### config.mk
export PLATFORM = sky130hd
export DESIGN_NAME = temp_monitor_config_limits
export DESIGN_NICKNAME = d
export VERILOG_FILES = /design/src/logic/temp_cfg_pkg.sv /design/src/logic/temp_monitor_config_limits.sv /design/src/logic/rate_tick.sv
export SDC_FILE = /design/constraint.sdc
export NUM_CORES = 1
export LEC_CHECK = 0
export ABC_AREA = 1
export BUFFER_PORTS_ARGS = -buffer_cell sky130_fd_sc_hd__buf_4
export CORE_MARGIN = 5
export CORE_UTILIZATION = 55
export DETAILED_ROUTE_END_ITERATION = 8
export GPL_TIMING_DRIVEN = 0
export PLACE_DENSITY = 0.84
export SLEW_MARGIN = 20
export SYNTH_ARGS = -nofsm -noshare
export SYNTH_HDL_FRONTEND = slang
export SYNTH_SLANG_ARGS = --single-unit
export TNS_END_PERCENT = 10
### constraint.sdc
create_clock -name clk -period 7.2 [get_ports clk]
set_input_delay 0.72 -clock clk [delete_from_list [all_inputs] [get_ports clk]]
set_output_delay 0.72 -clock clk [all_outputs]
set_load 0.1 [all_outputs]
### src/logic/temp_cfg_pkg.sv
// constants, types and helpers for the temperature monitor configuration block
// assumes a single 250 MHz clock and a pointer-addressed register port
// Behaviour
// configuration reads at 03h, writes at 09h, resets to 00h
// bit 7 gates the interrupt output in interrupt mode only
// shutdown bit 0 means continuous conversions paced by the rate setting
// shutdown bit 1 finishes the running conversion, then stops
// shutdown bit back to 0 resumes continuous conversions
// in shutdown, each one-shot write starts exactly one conversion; a write during a running conversion is ignored
// bit 5 picks interrupt output (0) or second over-temperature output (1)
// bit 2 picks standard 0..127 or extended -64..191 range
// host writes zero to reserved configuration bits 4, 3, 1, 0
// rate register reads at 04h, writes at 0Ah, low four bits used
// rate changes only idle time, never the conversion duration
// codes 00h..09h give 0.0625..32 per second, doubling; reset 08h
// local upper threshold reads 05h, writes 0Bh, resets 55h
// local lower threshold reads 06h, writes 0Ch, resets 00h
// remote upper threshold byte reads 07h, writes 0Dh, resets 55h
// interrupt mode: any limit or open flag sets latch, drives pin low
// second over-temperature mode: only high limit flags drive the pin
// one-shot register is write-only at 0Fh, any value triggers
// rate codes above 09h run at the fastest documented rate
// a written value is seen at the read pointer on the next read

package temp_cfg_pkg;

   localparam logic [7:0] RD_CFG = 8'h03;
   localparam logic [7:0] WR_CFG = 8'h09;
   localparam logic [7:0] RD_RATE = 8'h04;
   localparam logic [7:0] WR_RATE = 8'h0A;
   localparam logic [7:0] RD_LHI = 8'h05;
   localparam logic [7:0] WR_LHI = 8'h0B;
   localparam logic [7:0] RD_LLO = 8'h06;
   localparam logic [7:0] WR_LLO = 8'h0C;
   localparam logic [7:0] RD_RHI = 8'h07;
   localparam logic [7:0] WR_RHI = 8'h0D;
   localparam logic [7:0] WR_ONESHOT = 8'h0F;

   localparam logic [7:0] CFG_RST = 8'h00;
   localparam logic [7:0] RATE_RST = 8'h08;
   localparam logic [7:0] LHI_RST = 8'h55;
   localparam logic [7:0] LLO_RST = 8'h00;
   localparam logic [7:0] RHI_RST = 8'h55;

   localparam int CFG_GATE_BIT = 7;
   localparam int CFG_SD_BIT = 6;
   localparam int CFG_PINF_BIT = 5;
   localparam int CFG_RANGE_BIT = 2;
   // reserved configuration bits are not stored and read as zero
   localparam logic [7:0] CFG_WR_MASK = 8'hE4;
   localparam logic [7:0] RATE_WR_MASK = 8'h0F;
   localparam logic [3:0] RATE_FASTEST = 4'h9;

   localparam int CLK_MHZ = 250;
   localparam int FAST_PERIOD_US = 31250;
   localparam int TICK_CYC = FAST_PERIOD_US * CLK_MHZ;
   localparam int CONV_TIME_US = 12000;
   localparam int CONV_CYC = CONV_TIME_US * CLK_MHZ;
   localparam int PERIOD_W = 10;
   localparam logic [PERIOD_W-1:0] PERIOD_SAT = 10'h3FF;

   typedef enum logic [1:0]
   {
      ST_WAIT = 2'b00,
      ST_CONV = 2'b01,
      ST_SHUT = 2'b10
   } conv_state_t;

   // fastest-period ticks per conversion period: 512 at code 0 down to 1
   function automatic logic [PERIOD_W-1:0] period_ticks(input logic [3:0] code);
      logic [3:0] c;
      c = (code > RATE_FASTEST) ? RATE_FASTEST : code;
      return PERIOD_W'(10'h001 << (RATE_FASTEST - c));
   endfunction

endpackage

### src/logic/temp_monitor_config_limits.sv
// configuration, conversion pacing, limits and multipurpose pin of the monitor
// assumes the serial front end delivers decoded pointer reads and writes,
// and that limit flags and measurements come from logic on the same clock
`timescale 1ns/1ps

module temp_monitor_config_limits #(
   parameter int TICK_CYC = temp_cfg_pkg::TICK_CYC,
   parameter int CONV_CYC = temp_cfg_pkg::CONV_CYC
)
(
   input wire logic clk,
   input wire logic arst_n,
   input wire logic wr_en,
   input wire logic [7:0] wr_ptr,
   input wire logic [7:0] wr_data,
   input wire logic rd_en,
   input wire logic [7:0] rd_ptr,
   output logic [7:0] rd_data,
   output logic rd_valid,
   output logic rd_hit,
   input wire logic [7:0] local_meas,
   input wire logic [7:0] remote_meas,
   input wire logic flag_local_high,
   input wire logic flag_local_low,
   input wire logic flag_remote_high,
   input wire logic flag_remote_low,
   input wire logic flag_open,
   input wire logic alert_ack,
   output logic conv_start,
   output logic conv_busy,
   output logic conv_done,
   output logic local_above,
   output logic local_below,
   output logic remote_above,
   output logic irq_output_gate,
   output logic shutdown_ctl,
   output logic pin_function_select,
   output logic range_ext,
   output logic [3:0] rate_code,
   output logic irq_latch,
   output logic mp_pin_o,
   output logic mp_pin_oe
);

   logic [7:0] cfg_r;
   logic [7:0] rate_r;
   logic [7:0] lhi_r;
   logic [7:0] llo_r;
   logic [7:0] rhi_r;
   temp_cfg_pkg::conv_state_t state_r;
   temp_cfg_pkg::conv_state_t state_nxt;
   logic [31:0] conv_cnt_r;
   logic [temp_cfg_pkg::PERIOD_W-1:0] period_cnt_r;
   logic [temp_cfg_pkg::PERIOD_W-1:0] period_len;
   logic tick;
   logic oneshot_wr;
   logic conv_end;
   logic period_up;
   logic any_flag;
   logic irq_latch_nxt;
   logic pin_drive;

   assign irq_output_gate = cfg_r[temp_cfg_pkg::CFG_GATE_BIT];
   assign shutdown_ctl = cfg_r[temp_cfg_pkg::CFG_SD_BIT];
   assign pin_function_select = cfg_r[temp_cfg_pkg::CFG_PINF_BIT];
   assign range_ext = cfg_r[temp_cfg_pkg::CFG_RANGE_BIT];
   assign rate_code = rate_r[3:0];
   assign conv_busy = (state_r == temp_cfg_pkg::ST_CONV);
   assign mp_pin_o = 1'b0;
   assign mp_pin_oe = pin_drive;

   // register writes; reserved bits are dropped so they read back as zero
   always_ff @(posedge clk or negedge arst_n)
   begin
      if (!arst_n)
      begin
         cfg_r <= temp_cfg_pkg::CFG_RST;
         rate_r <= temp_cfg_pkg::RATE_RST;
         lhi_r <= temp_cfg_pkg::LHI_RST;
         llo_r <= temp_cfg_pkg::LLO_RST;
         rhi_r <= temp_cfg_pkg::RHI_RST;
      end
      else if (wr_en)
      begin
         unique case (wr_ptr)
            temp_cfg_pkg::WR_CFG: cfg_r <= wr_data & temp_cfg_pkg::CFG_WR_MASK;
            temp_cfg_pkg::WR_RATE: rate_r <= wr_data & temp_cfg_pkg::RATE_WR_MASK;
            temp_cfg_pkg::WR_LHI: lhi_r <= wr_data;
            temp_cfg_pkg::WR_LLO: llo_r <= wr_data;
            temp_cfg_pkg::WR_RHI: rhi_r <= wr_data;
            default: ;
         endcase
      end
   end

   // write-only trigger; no read pointer decodes to it
   assign oneshot_wr = wr_en && (wr_ptr == temp_cfg_pkg::WR_ONESHOT);

   // read port: one cycle latency, unmapped pointers answer zero with rd_hit low
   always_ff @(posedge clk or negedge arst_n)
   begin
      if (!arst_n)
      begin
         rd_data <= 8'h00;
         rd_valid <= 1'b0;
         rd_hit <= 1'b0;
      end
      else
      begin
         rd_valid <= rd_en;
         if (rd_en)
         begin
            rd_hit <= 1'b1;
            unique case (rd_ptr)
               temp_cfg_pkg::RD_CFG: rd_data <= cfg_r;
               temp_cfg_pkg::RD_RATE: rd_data <= rate_r;
               temp_cfg_pkg::RD_LHI: rd_data <= lhi_r;
               temp_cfg_pkg::RD_LLO: rd_data <= llo_r;
               temp_cfg_pkg::RD_RHI: rd_data <= rhi_r;
               default:
               begin
                  rd_data <= 8'h00;
                  rd_hit <= 1'b0;
               end
            endcase
         end
      end
   end

   // period timer restarts at each conversion start so the spacing is exact
   rate_tick #(
      .DIV(TICK_CYC)
   ) u_tick (
      .clk(clk),
      .arst_n(arst_n),
      .clr(conv_start),
      .tick(tick)
   );

   assign period_len = temp_cfg_pkg::period_ticks(rate_r[3:0]);
   assign period_up = (period_cnt_r >= period_len);

   // saturating tick count since the last start; starts full for an early first sample
   always_ff @(posedge clk or negedge arst_n)
   begin
      if (!arst_n)
      begin
         period_cnt_r <= temp_cfg_pkg::PERIOD_SAT;
      end
      else if (conv_start)
      begin
         period_cnt_r <= '0;
      end
      else if (tick && (period_cnt_r != temp_cfg_pkg::PERIOD_SAT))
      begin
         period_cnt_r <= period_cnt_r + 10'h001;
      end
   end

   // conversion length is fixed; the rate only moves the idle gap
   assign conv_end = (state_r == temp_cfg_pkg::ST_CONV) &&
      (conv_cnt_r == 32'(CONV_CYC - 1));

   always_ff @(posedge clk or negedge arst_n)
   begin
      if (!arst_n)
      begin
         conv_cnt_r <= 32'h00000000;
      end
      else if (state_r != temp_cfg_pkg::ST_CONV)
      begin
         conv_cnt_r <= 32'h00000000;
      end
      else
      begin
         conv_cnt_r <= conv_cnt_r + 32'h00000001;
      end
   end

   always_comb
   begin
      state_nxt = state_r;
      unique case (state_r)
         temp_cfg_pkg::ST_WAIT:
         begin
            if (shutdown_ctl)
            begin
               state_nxt = temp_cfg_pkg::ST_SHUT;
            end
            else if (period_up)
            begin
               state_nxt = temp_cfg_pkg::ST_CONV;
            end
         end
         temp_cfg_pkg::ST_CONV:
         begin
            // a running conversion always completes before shutdown takes hold
            if (conv_end)
            begin
               state_nxt = shutdown_ctl ? temp_cfg_pkg::ST_SHUT : temp_cfg_pkg::ST_WAIT;
            end
         end
         temp_cfg_pkg::ST_SHUT:
         begin
            if (!shutdown_ctl || oneshot_wr)
            begin
               state_nxt = temp_cfg_pkg::ST_CONV;
            end
         end
         default: state_nxt = temp_cfg_pkg::ST_WAIT;
      endcase
   end

   always_ff @(posedge clk or negedge arst_n)
   begin
      if (!arst_n)
      begin
         state_r <= temp_cfg_pkg::ST_WAIT;
      end
      else
      begin
         state_r <= state_nxt;
      end
   end

   assign conv_start = (state_r != temp_cfg_pkg::ST_CONV) && (state_nxt == temp_cfg_pkg::ST_CONV);

   // threshold compares taken when a conversion completes; unsigned works in both
   // ranges since the extended format is offset binary
   always_ff @(posedge clk or negedge arst_n)
   begin
      if (!arst_n)
      begin
         conv_done <= 1'b0;
         local_above <= 1'b0;
         local_below <= 1'b0;
         remote_above <= 1'b0;
      end
      else
      begin
         conv_done <= conv_end;
         if (conv_end)
         begin
            local_above <= (local_meas > lhi_r);
            local_below <= (local_meas < llo_r);
            remote_above <= (remote_meas > rhi_r);
         end
      end
   end

   // interrupt latch: a new flag wins over an acknowledge in the same cycle
   assign any_flag = flag_local_high || flag_local_low || flag_remote_high ||
      flag_remote_low || flag_open;

   always_comb
   begin
      irq_latch_nxt = irq_latch;
      if (!pin_function_select && any_flag)
      begin
         irq_latch_nxt = 1'b1;
      end
      else if (alert_ack && !any_flag)
      begin
         irq_latch_nxt = 1'b0;
      end
   end

   always_ff @(posedge clk or negedge arst_n)
   begin
      if (!arst_n)
      begin
         irq_latch <= 1'b0;
      end
      else
      begin
         irq_latch <= irq_latch_nxt;
      end
   end

   // open-drain pin: enable high pulls it low
   always_ff @(posedge clk or negedge arst_n)
   begin
      if (!arst_n)
      begin
         pin_drive <= 1'b0;
      end
      else if (pin_function_select)
      begin
         pin_drive <= flag_local_high || flag_remote_high;
      end
      else
      begin
         pin_drive <= irq_latch_nxt && !irq_output_gate;
      end
   end
endmodule

### src/logic/rate_tick.sv
// fixed divider giving a one-cycle enable every DIV clocks
// assumes the caller counts ticks in a register; clr preloads 2 so that count
// steps exactly DIV clocks after clr, paying back the tick and count flops (DIV >= 3)
`timescale 1ns/1ps

module rate_tick #(
   parameter int DIV = 7812500
)
(
   input wire logic clk,
   input wire logic arst_n,
   input wire logic clr,
   output logic tick
);

   logic [31:0] cnt_r;
   logic [31:0] cnt_nxt;
   logic wrap;

   assign wrap = (cnt_r == 32'(DIV - 1));

   always_comb
   begin
      if (clr)
      begin
         cnt_nxt = 32'h00000002;
      end
      else if (wrap)
      begin
         cnt_nxt = 32'h00000000;
      end
      else
      begin
         cnt_nxt = cnt_r + 32'h00000001;
      end
   end

   always_ff @(posedge clk or negedge arst_n)
   begin
      if (!arst_n)
      begin
         cnt_r <= 32'h00000000;
      end
      else
      begin
         cnt_r <= cnt_nxt;
      end
   end

   always_ff @(posedge clk or negedge arst_n)
   begin
      if (!arst_n)
      begin
         tick <= 1'b0;
      end
      else
      begin
         tick <= wrap && !clr;
      end
   end

endmodule

==> metrics.txt, run 1 <==
# TYPE chip_impl_metric gauge
chip_impl_metric{name="tns",unit="ns"} 0
chip_impl_metric{name="max_cap_viol_count",unit=""} 0
chip_impl_metric{name="htree_levels",unit=""} 4
chip_impl_metric{name="via_count",unit=""} 7130
chip_impl_metric{name="area.growth.synth_to_final",unit="%"} 19.2
chip_impl_metric{name="achievable-frequency",unit="GHz"} 0.214
chip_impl_metric{name="first_pass_grt_wire_length",unit="um"} 32800
chip_impl_metric{name="timing.slew.headroom",unit="%"} 46.5
chip_impl_info{name="synthFlopType",value="sky130_fd_sc_hd__dfrtp_1"} 1
chip_impl_info{name="worstSetupPathType",value="reg2out"} 1
chip_impl_metric{name="number_of_antenna_diodes",unit=""} 0
chip_impl_info{name="timing.critical_path.from_type",value="flip-flop"} 1
chip_impl_metric{name="setup_viol",unit=""} 0
chip_impl_metric{name="number_of_global_route_vias_before_repair",unit=""} 6873
chip_impl_metric{name="cts_buffer_depth",unit=""} 2
chip_impl_info{name="critical_path.endpoint_type",value="output pin"} 1
chip_impl_metric{name="initial_antenna_violation_count",unit=""} 0
chip_impl_metric{name="crit_fanout",unit=""} 10
chip_impl_metric{name="design.final.nets",unit=""} 1184
chip_impl_metric{name="drt_pre_antenna_iters",unit=""} 6
chip_impl_metric{name="final_antenna_net_count",unit=""} 0
chip_impl_metric{name="timing.final.hold_violations",unit=""} 0
chip_impl_metric{name="num_rows",unit=""} 42
chip_impl_metric{name="drcViolationCount",unit=""} 0
chip_impl_metric{name="number_of_setup_buffers_added_after_cts",unit=""} 0
chip_impl_info{name="timing.rr.start",value="rate_r[1]$_DFFE_PN0P_"} 1
chip_impl_metric{name="ratio_of_cells_with_drive_above_1_in_the_final_layout",unit="%"} 15.4
chip_impl_metric{name="drt_first_iter_violations",unit=""} 807
chip_impl_metric{name="dp_cells",unit=""} 1253
chip_impl_metric{name="total_power",unit="mW"} 1.83
chip_impl_info{name="run_status",value="finished, final reports clean"} 1
chip_impl_metric{name="setup.reg_to_reg.worst_slack",unit="ns"} 3.81
chip_impl_metric{name="endpoint_required_time_on_the_critical_path",unit="ns"} 6.48
chip_impl_metric{name="synthCells",unit=""} 1001
chip_impl_metric{name="synth_enable_flop_cells",unit=""} 0
chip_impl_metric{name="placeableCoreArea",unit="um2"} 13300
chip_impl_metric{name="summed_instance_area_of_the_synthesized_netlist",unit="um2"} 7570
chip_impl_info{name="setup_repair_after_global_routing_missed_its_margin",value="no"} 1
chip_impl_metric{name="post_cts_hold_buffer_count",unit=""} 0
chip_impl_metric{name="cts_num_sinks",unit=""} 125
chip_impl_metric{name="drt-wirelength-per-cell",unit="um"} 15.4
chip_impl_metric{name="gr-usage-all-layers",unit="%"} 24.9
chip_impl_metric{name="pwr_density_cell",unit="nW/um2"} 202
chip_impl_metric{name="synthDistinctLibCells",unit=""} 45
chip_impl_metric{name="port-buffer-count",unit=""} 75
chip_impl_metric{name="post_route_clock_skew",unit="ns"} 0.00785
chip_impl_metric{name="wl",unit="um"} 19900
chip_impl_metric{name="globalplace.congestion",unit=""} 0.943
chip_impl_metric{name="io-pin-count",unit=""} 77
chip_impl_info{name="worst_hold_path_type",value="in2async"} 1
chip_impl_metric{name="cts-buffers-inserted",unit=""} 17
chip_impl_metric{name="post_synthesis_net_count",unit=""} 1089
chip_impl_info{name="critical_path.startpoint",value="rate_r[1]$_DFFE_PN0P_"} 1
chip_impl_metric{name="die_height",unit="um"} 127
chip_impl_metric{name="cts.clk_slew.worst_paths",unit="ns"} 0.05
chip_impl_metric{name="ir_worst_vdd",unit="V"} 0.000157
chip_impl_metric{name="worst-slew-pin-transition",unit="ns"} 0.795
chip_impl_info{name="worst_r2r_endpoint",value="u_tick.cnt_r[11]$_DFF_PN0_"} 1
chip_impl_metric{name="cts_repair_resized_insts",unit=""} 0
chip_impl_metric{name="floorplan.die.width",unit="um"} 127
chip_impl_metric{name="pin_count_of_the_biggest_net_entering_global_routing",unit=""} 84
chip_impl_metric{name="fillCellCount",unit=""} 1120
chip_impl_info{name="tritoncts",value="built"} 1
chip_impl_metric{name="crit_arrival",unit="ns"} 3.95
chip_impl_metric{name="stdcell_count",unit=""} 1285
chip_impl_metric{name="postSynthRegisterBits",unit=""} 125
chip_impl_metric{name="p_leak",unit="nW"} 4.06
chip_impl_metric{name="sum_of_net_half_perimeters_after_detailed_placement",unit="um"} 14500
chip_impl_metric{name="syn-mean-instance-area",unit="um2"} 7.57
chip_impl_metric{name="post-route-period-util",unit="%"} 64.8
chip_impl_metric{name="ys_warn_count",unit=""} 0
chip_impl_metric{name="floorplan.die_area",unit="um2"} 16200
chip_impl_metric{name="seq_area_frac_synth",unit="%"} 41.6
chip_impl_metric{name="worst_skew_pair.late_latency",unit="ns"} 0.42
chip_impl_metric{name="starting_density_of_the_core",unit="%"} 56.7
chip_impl_metric{name="worst_r2r_path_depth",unit=""} 17
chip_impl_info{name="cts_root_buf",value="sky130_fd_sc_hd__clkbuf_16"} 1
chip_impl_metric{name="share_of_synthesized_registers_carrying_an_async_set_or_reset",unit="%"} 100
chip_impl_metric{name="route.detailed.vias_per_inst",unit=""} 5.55
chip_impl_metric{name="final_max_slew_viol_count",unit=""} 0
chip_impl_metric{name="globalRouteOverflowTotal",unit=""} 0
chip_impl_metric{name="min_period",unit="ns"} 4.67
[stage by stage]
step                      hold slack, ns  area, um2  worst slack, ns  util, %
final                              0.222       9030             2.53     67.7
after global routing               0.259       9030             2.16     67.7
after CTS                          0.232       9030             2.50     67.7
after detailed placement           0.450       8390             3.04     62.9
after global placement             0.451       8360             3.08     62.6
after floorplan                    0.424       7570             3.01        -
[kinds of logic (layout without fill, tap and decap cells)]
group,count (synthesis),in the layout,synth area share (%)
DFF,125,125,41.6
xor gates and xnor gates,38,38,4.39
other,1,1,0.0495
AOI/OAI and AO/OA,105,105,7.86
buffers and inverters,143,251,7.45
and+or+nand+nor,551,551,32.4
adders and majority gates,38,38,6.28
[sequential cells by signal, indices dropped and copies added, names as in the netlist, 2 cells and up]
name	count
cfg_r	4
conv_cnt_r	32
lhi_r	8
llo_r	8
period_cnt_r	10
rate_r	4
rd_data	8
rhi_r	8
state_r	2
u_tick.cnt_r	32
[Yosys cell counts (all sizes together), types with 2 or more instances]
library cell,instances,area (um2)
ha,38,475
dfstp,19,499
nand4,18,113
inv,131,492
nand2,256,978
nand3,46,250
nand3b,2,15.0
xor2,28,245
o2111ai,3,26.3
o31ai,2,15.0
nor4,17,113
a21boi,3,22.5
clkbuf,6,22.5
a211oi,2,15.0
o21ai,56,280
nor3b,3,27.5
o22ai,3,18.8
xnor2,10,87.6
dfrtp,106,2650
buf,5,46.3
o211ai,2,15.0
nor3,55,322
a21o,2,22.5
a21oi,29,156
nor2,154,633
[placed cells by master (no fill, tap or decap), drive strengths merged, types with 10 or more instances in the layout]
master / count
dfstp: 19
nand3: 46
nor4: 17
o21ai: 56
nor3: 55
a21oi: 29
nand4: 18
xor2: 28
nand2: 256
dfrtp: 106
buf: 81
clkbuf: 28
xnor2: 10
ha: 38
nor2: 154
inv: 132
[area by class of cell]
cell class	count	area (um2)	share of cell area (%)
plain buffers	11	68.8	0.762
clock buffers	22	484	5.36
clock inverters	10	159	1.76
inverters	132	495	5.49
multi-input cells	733	3860	42.7
flip-flops and latches	125	3150	34.9
well taps	176	220	2.44
repair buffers	76	594	6.58
[per-layer routing]
metal | global-route usage, % | up-vias | wire length (um)
li1 | - | 3441 | -
met1 | 32.1 | 3372 | 8420
met2 | 42.2 | 263 | 9630
met3 | 4.30 | 54 | 1290
met4 | 9.34 | 0 | 506
met5 | 0 | - | 0
[where the power goes]
group | switching (mW) | total, mW | internal (mW) | leakage, nW
registers | 0.00892 | 0.726 | 0.717 | 1.56
logic | 0.113 | 0.168 | 0.0551 | 2.19
clock network | 0.319 | 0.934 | 0.615 | 0.313
[worst max-delay path: stages (launching register included)]
cell	delay (ns)
sky130_fd_sc_hd__dfrtp_1	0.35
sky130_fd_sc_hd__inv_1	0.09
sky130_fd_sc_hd__nor2_1	0.20
sky130_fd_sc_hd__inv_1	0.13
sky130_fd_sc_hd__ha_1	0.23
sky130_fd_sc_hd__xnor2_1	0.31
sky130_fd_sc_hd__inv_1	0.14
sky130_fd_sc_hd__nor2_1	0.22
sky130_fd_sc_hd__nand2_1	0.10
sky130_fd_sc_hd__ha_1	0.30
sky130_fd_sc_hd__nand2_1	0.05
sky130_fd_sc_hd__nor2_1	0.12
sky130_fd_sc_hd__nand3_1	0.09
sky130_fd_sc_hd__nand3_1	0.13
sky130_fd_sc_hd__nand2_1	0.17
sky130_fd_sc_hd__a21oi_4	0.36
sky130_fd_sc_hd__buf_6	0.21
sky130_fd_sc_hd__buf_4	0.30
[how the worst max path moves through the flow]
stage | to | slack (ns) | depth (start not counted)
after global routing | conv_start | 2.16 | 19
after floorplan | conv_start | 3.01 | 18
after global placement | conv_start | 3.08 | 17
final | conv_start | 2.53 | 17
after CTS | conv_start | 2.50 | 17
after detailed placement | conv_start | 3.04 | 19
Power figures use the tool's default switching activity.
==> inputs of run 2 (changes only) <==
- ABC_AREA: 1 -> 0
- CORE_UTILIZATION: 55 -> 53
- PLACE_DENSITY: 0.84 -> 0.85
- clock period: 7.2 -> 4.21 ns (I/O delays scaled with it)
==> run 2 against run 1 <==
  * Worst hold slack got worse by 0.20 ns
  * Design area fell by 7.5%
  * Sequential power rose by 72%
  * Power rose by 53%
  * Clock power rose by 37%
  * Utilization fell by 3.8 points
  * Critical endpoint unchanged
==> metrics.txt, run 2 <==
# TYPE chip_impl_metric gauge
chip_impl_metric{name="share_of_synthesized_registers_carrying_an_async_set_or_reset",unit="%"} 100
chip_impl_metric{name="htree_levels",unit=""} 4
chip_impl_metric{name="route.detailed.vias_per_inst",unit=""} 5.59
chip_impl_info{name="cts_root_buf",value="sky130_fd_sc_hd__clkbuf_16"} 1
chip_impl_metric{name="stdcell_count",unit=""} 998
chip_impl_metric{name="synth_top_area_share",unit="%"} 38.0
chip_impl_metric{name="ys_warn_count",unit=""} 0
chip_impl_metric{name="crit_arrival",unit="ns"} 3.54
chip_impl_metric{name="post_route_clock_skew",unit="ns"} 0.0220
chip_impl_metric{name="sum_of_net_half_perimeters_after_detailed_placement",unit="um"} 11200
chip_impl_metric{name="postSynthRegisterBits",unit=""} 125
chip_impl_metric{name="number_of_global_route_vias_before_repair",unit=""} 5461
chip_impl_metric{name="cts-buffers-inserted",unit=""} 17
chip_impl_metric{name="setup_viol",unit=""} 0
chip_impl_metric{name="num_rows",unit=""} 42
chip_impl_metric{name="number_of_antenna_diodes",unit=""} 0
chip_impl_metric{name="seq_area_frac_synth",unit="%"} 45.2
chip_impl_metric{name="dp_cells",unit=""} 964
chip_impl_info{name="setup_repair_after_global_routing_missed_its_margin",value="no"} 1
chip_impl_metric{name="globalplace.congestion",unit=""} 0.842
chip_impl_metric{name="port-buffer-count",unit=""} 74
chip_impl_metric{name="placeableCoreArea",unit="um2"} 13100
chip_impl_metric{name="drt_pre_antenna_iters",unit=""} 5
chip_impl_metric{name="post-route-period-util",unit="%"} 94.2
chip_impl_metric{name="timing.slew.headroom",unit="%"} 53.4
chip_impl_metric{name="timing.final.hold_violations",unit=""} 0
chip_impl_info{name="critPathCapture",value="conv_start"} 1
chip_impl_metric{name="synthDistinctLibCells",unit=""} 62
chip_impl_metric{name="crit_fanout",unit=""} 10
chip_impl_metric{name="drt_first_iter_violations",unit=""} 484
chip_impl_metric{name="setup.reg_to_reg.worst_slack",unit="ns"} 0.89
chip_impl_info{name="critical_path.startpoint",value="rate_r[3]$_DFFE_PN1P_"} 1
chip_impl_metric{name="syn-mean-instance-area",unit="um2"} 9.78
chip_impl_metric{name="drt-wirelength-per-cell",unit="um"} 15.7
chip_impl_info{name="synthTopCellsByCount",value="106 x sky130_fd_sc_hd__dfrtp_1, 83 x sky130_fd_sc_hd__nor2_1, 51 x sky130_fd_sc_hd__nand2_1, 45 x sky130_fd_sc_hd__nand3_1, 42 x sky130_fd_sc_hd__inv_1"} 1
chip_impl_metric{name="min_period",unit="ns"} 3.96
chip_impl_metric{name="cts.clk_slew.worst_paths",unit="ns"} 0.05
chip_impl_metric{name="synthCells",unit=""} 713
chip_impl_info{name="synthDominantAreaCellType",value="sky130_fd_sc_hd__dfrtp_1"} 1
chip_impl_metric{name="final_antenna_net_count",unit=""} 0
chip_impl_info{name="critical_path.endpoint_type",value="output pin"} 1
chip_impl_metric{name="starting_density_of_the_core",unit="%"} 53.3
chip_impl_metric{name="worst_skew_pair.late_latency",unit="ns"} 0.43
chip_impl_metric{name="pwr_density_cell",unit="nW/um2"} 334
chip_impl_metric{name="initial_antenna_violation_count",unit=""} 0
chip_impl_metric{name="layout_setup_ws",unit="ns"} 0.245
chip_impl_metric{name="ir_worst_vdd",unit="V"} 0.000290
chip_impl_metric{name="achievable-frequency",unit="GHz"} 0.252
chip_impl_metric{name="worst-slew-pin-transition",unit="ns"} 0.695
chip_impl_metric{name="io-pin-count",unit=""} 77
chip_impl_metric{name="synth_enable_flop_cells",unit=""} 0
chip_impl_info{name="run_status",value="finished, final reports clean"} 1
chip_impl_metric{name="pin_count_of_the_biggest_net_entering_global_routing",unit=""} 76
chip_impl_metric{name="drcViolationCount",unit=""} 0
chip_impl_info{name="layout.cells.most_common_list",value="106 x sky130_fd_sc_hd__dfrtp_1, 83 x sky130_fd_sc_hd__nor2_1, 77 x sky130_fd_sc_hd__buf_4"} 1
chip_impl_metric{name="timing.hold.ws",unit="ns"} 0.0198
chip_impl_info{name="worstSetupPathType",value="reg2out"} 1
chip_impl_metric{name="floorplan.die_area",unit="um2"} 15600
chip_impl_metric{name="final_max_slew_viol_count",unit=""} 0
chip_impl_info{name="layout_top_registers",value="conv_cnt_r (32), u_tick.cnt_r (32), period_cnt_r (10)"} 1
chip_impl_metric{name="post_synthesis_net_count",unit=""} 801
chip_impl_info{name="synthMostInstantiatedCell",value="sky130_fd_sc_hd__dfrtp_1"} 1
chip_impl_info{name="synthFlopType",value="sky130_fd_sc_hd__dfrtp_1"} 1
chip_impl_metric{name="globalRouteOverflowTotal",unit=""} 0
chip_impl_metric{name="floorplan.die.width",unit="um"} 125
chip_impl_metric{name="cts_num_sinks",unit=""} 125
chip_impl_metric{name="pre_cts_slack",unit="ns"} -0.0789
chip_impl_metric{name="first_pass_grt_wire_length",unit="um"} 26300
chip_impl_metric{name="endpoint_required_time_on_the_critical_path",unit="ns"} 3.79
chip_impl_metric{name="wl",unit="um"} 15600
chip_impl_metric{name="p_leak",unit="nW"} 3.93
chip_impl_metric{name="cts_buffer_depth",unit=""} 2
chip_impl_metric{name="worst_r2r_path_depth",unit=""} 13
chip_impl_metric{name="ratio_of_cells_with_drive_above_1_in_the_final_layout",unit="%"} 20.9
chip_impl_metric{name="summed_instance_area_of_the_synthesized_netlist",unit="um2"} 6980
chip_impl_info{name="worst_hold_path_type",value="in2async"} 1
chip_impl_metric{name="area.growth.synth_to_final",unit="%"} 19.8
chip_impl_metric{name="gr-usage-all-layers",unit="%"} 20.6
chip_impl_info{name="tritoncts",value="built"} 1
chip_impl_info{name="ys_top_cells_by_area",value="sky130_fd_sc_hd__dfrtp_1 38%, sky130_fd_sc_hd__dfstp_2 7.2%, sky130_fd_sc_hd__ha_1 6.8%"} 1
chip_impl_info{name="timing.rr.start",value="rate_r[3]$_DFFE_PN1P_"} 1
chip_impl_info{name="timing.critical_path.from_type",value="flip-flop"} 1
chip_impl_metric{name="die_height",unit="um"} 125
chip_impl_metric{name="max_cap_viol_count",unit=""} 0
chip_impl_metric{name="design.final.nets",unit=""} 897
chip_impl_info{name="mostFrequentLayoutCell",value="sky130_fd_sc_hd__dfrtp_1"} 1
chip_impl_info{name="worst_r2r_endpoint",value="u_tick.cnt_r[26]$_DFF_PN0_"} 1
chip_impl_metric{name="via_count",unit=""} 5576
chip_impl_metric{name="post_cts_hold_buffer_count",unit=""} 0
==> run 2: how the worst min path moves through the flow <==
stage / from / end / slack, ns / cells after the start
2_1_floorplan: arst_n / cfg_r[2]$_DFFE_PN0P_ / 0.13 / 0
3_3_place_gp: conv_cnt_r[0]$_DFF_PN0_ / conv_cnt_r[0]$_DFF_PN0_ / 0.48 / 1
3_5_place_dp: arst_n / conv_cnt_r[21]$_DFF_PN0_ / 0.49 / 1
4_1_cts: arst_n / conv_cnt_r[21]$_DFF_PN0_ / 0.05 / 1
5_1_grt: arst_n / conv_cnt_r[20]$_DFF_PN0_ / 0.08 / 1
6_report: arst_n / conv_cnt_r[20]$_DFF_PN0_ / 0.02 / 1
==> run 2: cell type report <==
| cell class | count | area [um2] |
|---|---|---|
| plain buffers | 19 | 88.8 |
| clock buffers | 24 | 472 |
| clock inverters | 8 | 45.0 |
| fillers | 1038 | 4730 |
| inverters | 43 | 161 |
| multi-input cells | 525 | 3600 |
| flip-flops and latches | 125 | 3150 |
| well taps | 176 | 220 |
| repair buffers | 78 | 617 |
==> run 2: kinds of logic (layout without fill, tap and decap cells) <==
family	count (synthesis)	after routing	synth area share, %
AND/OR/NAND/NOR	301	301	23.1
adder cells (fa/ha/maj)	38	38	6.82
multiplexers	32	32	5.69
XOR/XNOR	56	56	7.03
other	1	1	0.0538
AO/OA/AOI/OAI	97	97	8.56
flip-flops	125	125	45.2
buffers and inverters	63	172	3.59
==> run 2: layer usage <==
metal / share of wire (%) / vias to the layer above / global-route usage [%]
met5: 0 / - / 0
met4: 1.7 / 0 / 7.16
met3: 4.4 / 21 / 4.85
met2: 49 / 133 / 33.7
met1: 44 / 2709 / 26.8
li1: - / 2713 / -
==> run 2: worst max-delay path: stages, from the launching register on <==
cell                       delay [ns]
sky130_fd_sc_hd__dfstp_2         0.55
sky130_fd_sc_hd__clkbuf_2        0.20
sky130_fd_sc_hd__nand2b_1        0.20
sky130_fd_sc_hd__ha_4            0.20
sky130_fd_sc_hd__nor3b_1         0.18
sky130_fd_sc_hd__o21ai_0         0.10
sky130_fd_sc_hd__o21ai_0         0.11
sky130_fd_sc_hd__nand2b_1        0.08
sky130_fd_sc_hd__ha_1            0.27
sky130_fd_sc_hd__nand3b_1        0.10
sky130_fd_sc_hd__or4_4           0.53
sky130_fd_sc_hd__o21ai_4         0.17
sky130_fd_sc_hd__buf_4           0.21
sky130_fd_sc_hd__buf_8           0.21
==> run 2: power breakdown <==
group	leakage [nW]	total, mW	switching (mW)	internal, mW
clock network	0.254	1.28	0.506	0.774
registers	1.58	1.25	0.0177	1.23
logic	2.09	0.268	0.162	0.106
total	3.93	2.80	0.686	2.11
==> run 2: through the flow <==
| stage | cell area, um2 | power [mW] | utilization (%) | setup TNS [ns] |
|---|---|---|---|---|
| after detailed placement | 7780 | 1.53 | 59.5 | -0.0789 |
| final | 8360 | 2.80 | 63.9 | 0 |
| after CTS | 8320 | 2.82 | 63.6 | 0 |
| after floorplan | 6980 | 1.41 | - | 0 |
| after global routing | 8360 | 2.91 | 63.9 | 0 |
| after global placement | 7750 | 1.52 | 59.2 | 0 |
==> run 2: timing repair <==
item,4_1_cts,5_1_grt
pin swaps,0,1
setup endpoints to repair,1,1
resized for setup,7,3
buffers inserted,0,3
==> inputs of run 3 (changes only) <==
--- a/config.mk
+++ b/config.mk
@@ -8,8 +8,9 @@
 export ABC_AREA = 0
-export BUFFER_PORTS_ARGS = -buffer_cell sky130_fd_sc_hd__buf_4
 export CORE_MARGIN = 5
-export CORE_UTILIZATION = 53
+export CORE_UTILIZATION = 55
 export DETAILED_ROUTE_END_ITERATION = 8
+export DONT_BUFFER_PORTS = 1
 export GPL_TIMING_DRIVEN = 0
-export PLACE_DENSITY = 0.85
+export PLACE_DENSITY = 0.82
+export SETUP_SLACK_MARGIN = 0.5
 export SLEW_MARGIN = 20
==> constraint.sdc (replaced) <==
create_clock -name clk -period 4.21 [get_ports clk]
set_input_delay 0.2105 -clock clk [delete_from_list [all_inputs] [get_ports clk]]
set_output_delay 0.2105 -clock clk [all_outputs]
set_load 0.1 [all_outputs]
==> run 3 against run 2 <==
  * First-iteration DRC count decreased by 12%
  * Clock power up 9%
  * Non-clock buffer count fell by 53
  * Clock skew shrank 0.013 ns
  * Via count shrank 0.48%
  * Power increased by 2.8%
  * Combinational power fell by 28%
  * Critical path depth unchanged
  * Setup slack improved by 0.31 ns
  * Sequential share of layout area up 1.2 points
  * Flip-flop and latch count unchanged
  * Critical path type unchanged
  * Largest power group unchanged
  * Highest routed layer unchanged
==> metrics.txt, run 3 (synthesized netlist as in run 2, its figures left out) <==
# TYPE chip_impl_metric gauge
chip_impl_metric{name="critical_path.n_buffers_inverters",unit=""} 3
chip_impl_metric{name="drt-wirelength-per-cell",unit="um"} 17.2
chip_impl_metric{name="max_cap_viol_count",unit=""} 0
chip_impl_metric{name="worst_skew_pair.late_latency",unit="ns"} 0.42
chip_impl_metric{name="fillCellCount",unit=""} 1003
chip_impl_metric{name="drt_pre_antenna_iters",unit=""} 5
chip_impl_metric{name="io-pin-count",unit=""} 77
chip_impl_metric{name="pre_cts_slack",unit="ns"} 0.0488
chip_impl_metric{name="placeableCoreArea",unit="um2"} 12500
chip_impl_metric{name="port-buffer-count",unit=""} 0
chip_impl_metric{name="pin_count_of_the_biggest_net_entering_global_routing",unit=""} 126
chip_impl_metric{name="timing.final.hold_violations",unit=""} 0
chip_impl_metric{name="number_of_antenna_diodes",unit=""} 0
chip_impl_metric{name="initial_antenna_violation_count",unit=""} 0
chip_impl_info{name="cts_root_buf",value="sky130_fd_sc_hd__clkbuf_16"} 1
chip_impl_info{name="timing.critical_path.from_type",value="flip-flop"} 1
chip_impl_metric{name="stdcell_count",unit=""} 941
chip_impl_metric{name="htree_levels",unit=""} 4
chip_impl_metric{name="cts-buffers-inserted",unit=""} 17
chip_impl_metric{name="drcViolationCount",unit=""} 0
chip_impl_metric{name="first_pass_grt_wire_length",unit="um"} 27200
chip_impl_metric{name="postLayoutCoreUtil",unit="%"} 64.8
chip_impl_metric{name="floorplan.die.width",unit="um"} 123
chip_impl_metric{name="cts_buffer_depth",unit=""} 2
chip_impl_info{name="crit_path_cell_trace",value="buf_8 -> nand2b_4 -> ha_4 -> clkbuf_8 -> nor3b_2 -> o21ai_1 -> o21ai_1 -> nand2b_1 -> ha_1 -> nand3b_1 -> or4_4 -> o21ai_4 -> buf_12"} 1
chip_impl_metric{name="final_antenna_net_count",unit=""} 0
chip_impl_info{name="critical_path.endpoint_type",value="output pin"} 1
chip_impl_metric{name="dp_cells",unit=""} 885
chip_impl_metric{name="sum_of_net_half_perimeters_after_detailed_placement",unit="um"} 11300
chip_impl_info{name="worst_path_max_delay_cell",value="sky130_fd_sc_hd__dfstp_4"} 1
chip_impl_metric{name="gr-usage-all-layers",unit="%"} 23.0
chip_impl_info{name="dominant_delay_contributor_by_cell_family_on_the_critical_path",value="simple AND/OR/NAND/NOR gates"} 1
chip_impl_info{name="tritoncts",value="built"} 1
chip_impl_info{name="worst_hold_path_type",value="in2reg"} 1
chip_impl_metric{name="endpoint_required_time_on_the_critical_path",unit="ns"} 4.00
chip_impl_metric{name="drt_first_iter_violations",unit=""} 426
chip_impl_info{name="cell_mode_on_critical_path",value="sky130_fd_sc_hd__o21ai_1"} 1
chip_impl_metric{name="globalplace.congestion",unit=""} 0.914
chip_impl_metric{name="floorplan.die_area",unit="um2"} 15000
chip_impl_info{name="worstSetupPathType",value="reg2out"} 1
chip_impl_metric{name="cp_slowest_stage_delay",unit="ns"} 0.81
chip_impl_metric{name="area.growth.synth_to_final",unit="%"} 16.3
chip_impl_metric{name="total_power",unit="mW"} 2.87
chip_impl_metric{name="crit_arrival",unit="ns"} 3.45
chip_impl_metric{name="wl",unit="um"} 16200
chip_impl_info{name="layout_top_registers",value="conv_cnt_r (32), u_tick.cnt_r (32), period_cnt_r (10)"} 1
chip_impl_metric{name="setup_viol",unit=""} 0
chip_impl_metric{name="route.detailed.vias_per_inst",unit=""} 5.90
chip_impl_metric{name="ir_worst_vdd",unit="V"} 0.000366
chip_impl_metric{name="die_height",unit="um"} 123
chip_impl_metric{name="p_leak",unit="nW"} 3.67
chip_impl_metric{name="post-route-period-util",unit="%"} 86.9
chip_impl_metric{name="via_count",unit=""} 5549
chip_impl_metric{name="crit_fanout",unit=""} 9
chip_impl_metric{name="ratio_of_cells_with_drive_above_1_in_the_final_layout",unit="%"} 14.3
chip_impl_metric{name="num_rows",unit=""} 41
chip_impl_info{name="run_status",value="finished, final reports clean"} 1
chip_impl_metric{name="min_period",unit="ns"} 3.66
chip_impl_metric{name="number_of_global_route_vias_before_repair",unit=""} 5670
chip_impl_info{name="setup_repair_after_global_routing_missed_its_margin",value="yes"} 1
chip_impl_metric{name="pwr_density_cell",unit="nW/um2"} 354
chip_impl_metric{name="starting_density_of_the_core",unit="%"} 55.7
chip_impl_metric{name="cts_num_sinks",unit=""} 125
chip_impl_metric{name="worst-slew-pin-transition",unit="ns"} 1.11
chip_impl_metric{name="layout_setup_ws",unit="ns"} 0.554
chip_impl_metric{name="timing.slew.headroom",unit="%"} 26.1
chip_impl_metric{name="final_max_slew_viol_count",unit=""} 0
chip_impl_metric{name="globalRouteOverflowTotal",unit=""} 0
chip_impl_info{name="mostFrequentLayoutCell",value="sky130_fd_sc_hd__dfrtp_1"} 1
chip_impl_metric{name="achievable-frequency",unit="GHz"} 0.273
chip_impl_metric{name="design.final.nets",unit=""} 844
chip_impl_metric{name="post_route_clock_skew",unit="ns"} 0.00892
chip_impl_metric{name="tns",unit="ns"} 0
chip_impl_info{name="layout.cells.most_common_list",value="104 x sky130_fd_sc_hd__dfrtp_1, 83 x sky130_fd_sc_hd__nor2_1, 51 x sky130_fd_sc_hd__nand2_1"} 1
chip_impl_metric{name="setup.reg_to_reg.worst_slack",unit="ns"} 0.79
chip_impl_metric{name="cts.clk_slew.worst_paths",unit="ns"} 0.06
-- run 3: tightest hold or removal path: stages --
cell and delay [ns]:
sky130_fd_sc_hd__nor3b_4 0.16, sky130_fd_sc_hd__nand2_1 0.07, sky130_fd_sc_hd__o21ai_1 0.06
-- run 3: per-stage QoR --
step | hold WS (ns) | instance area [um2]
final | 0.0860 | 8120
after global routing | 0.104 | 8120
after CTS | 0.0749 | 8110
after detailed placement | -0.0762 | 7200
after global placement | -0.0755 | 7200
after floorplan | -0.0851 | 6990
-- run 3: area by class of cell --
| class | count | area (um2) | area share [%] |
|---|---|---|---|
| Inverter | 43 | 161 | 1.99 |
| Multi-Input combinational cell | 525 | 3620 | 44.7 |
| Tap cell | 172 | 215 | 2.65 |
| Clock buffer | 22 | 474 | 5.84 |
| Buffer | 20 | 125 | 1.54 |
| Sequential cell | 125 | 3160 | 38.9 |
| Timing Repair Buffer | 24 | 268 | 3.30 |
| Clock inverter | 10 | 88.8 | 1.09 |
-- run 3: final timing paths --
path,startpoint,end,cells past startpoint
worst min register to register,conv_cnt_r[0]$_DFF_PN0_,conv_cnt_r[0]$_DFF_PN0_,1
worst max register to register,rate_r[3]$_DFFE_PN1P_,u_tick.cnt_r[14]$_DFF_PN0_,14
worst min-delay path,wr_ptr[1],lhi_r[4]$_DFFE_PN1P_,3
max in group asynchronous,arst_n,rate_r[1]$_DFFE_PN0P_,2
min in group asynchronous,arst_n,u_tick.cnt_r[7]$_DFF_PN0_,2
worst max-delay path,rate_r[3]$_DFFE_PN1P_,conv_start,13
-- run 3: per-layer routing --
| metal | share of wire, % | GRT usage (%) | wire length, um | up-vias |
|---|---|---|---|---|
| met2 | 51 | 38.3 | 8250 | 152 |
| met4 | 2.0 | 7.70 | 331 | 0 |
| met3 | 5.5 | 7.10 | 887 | 35 |
| met1 | 42 | 28.5 | 6750 | 2757 |
| met5 | 0 | 0 | 0 | - |
| li1 | - | - | - | 2605 |
-- run 3: power by group --
part           internal, mW  switching [mW]
clock network         0.855           0.533
logic                0.0850           0.109
registers              1.23          0.0628
-- run 3: repair_timing --
action,CTS,global route
hold buffers,18,0
resized for setup,19,3
endpoints found under the setup margin,44,40
buffers inserted,5,0
cloned,1,0
endpoints found under the hold margin,163,0
pin swaps,4,1
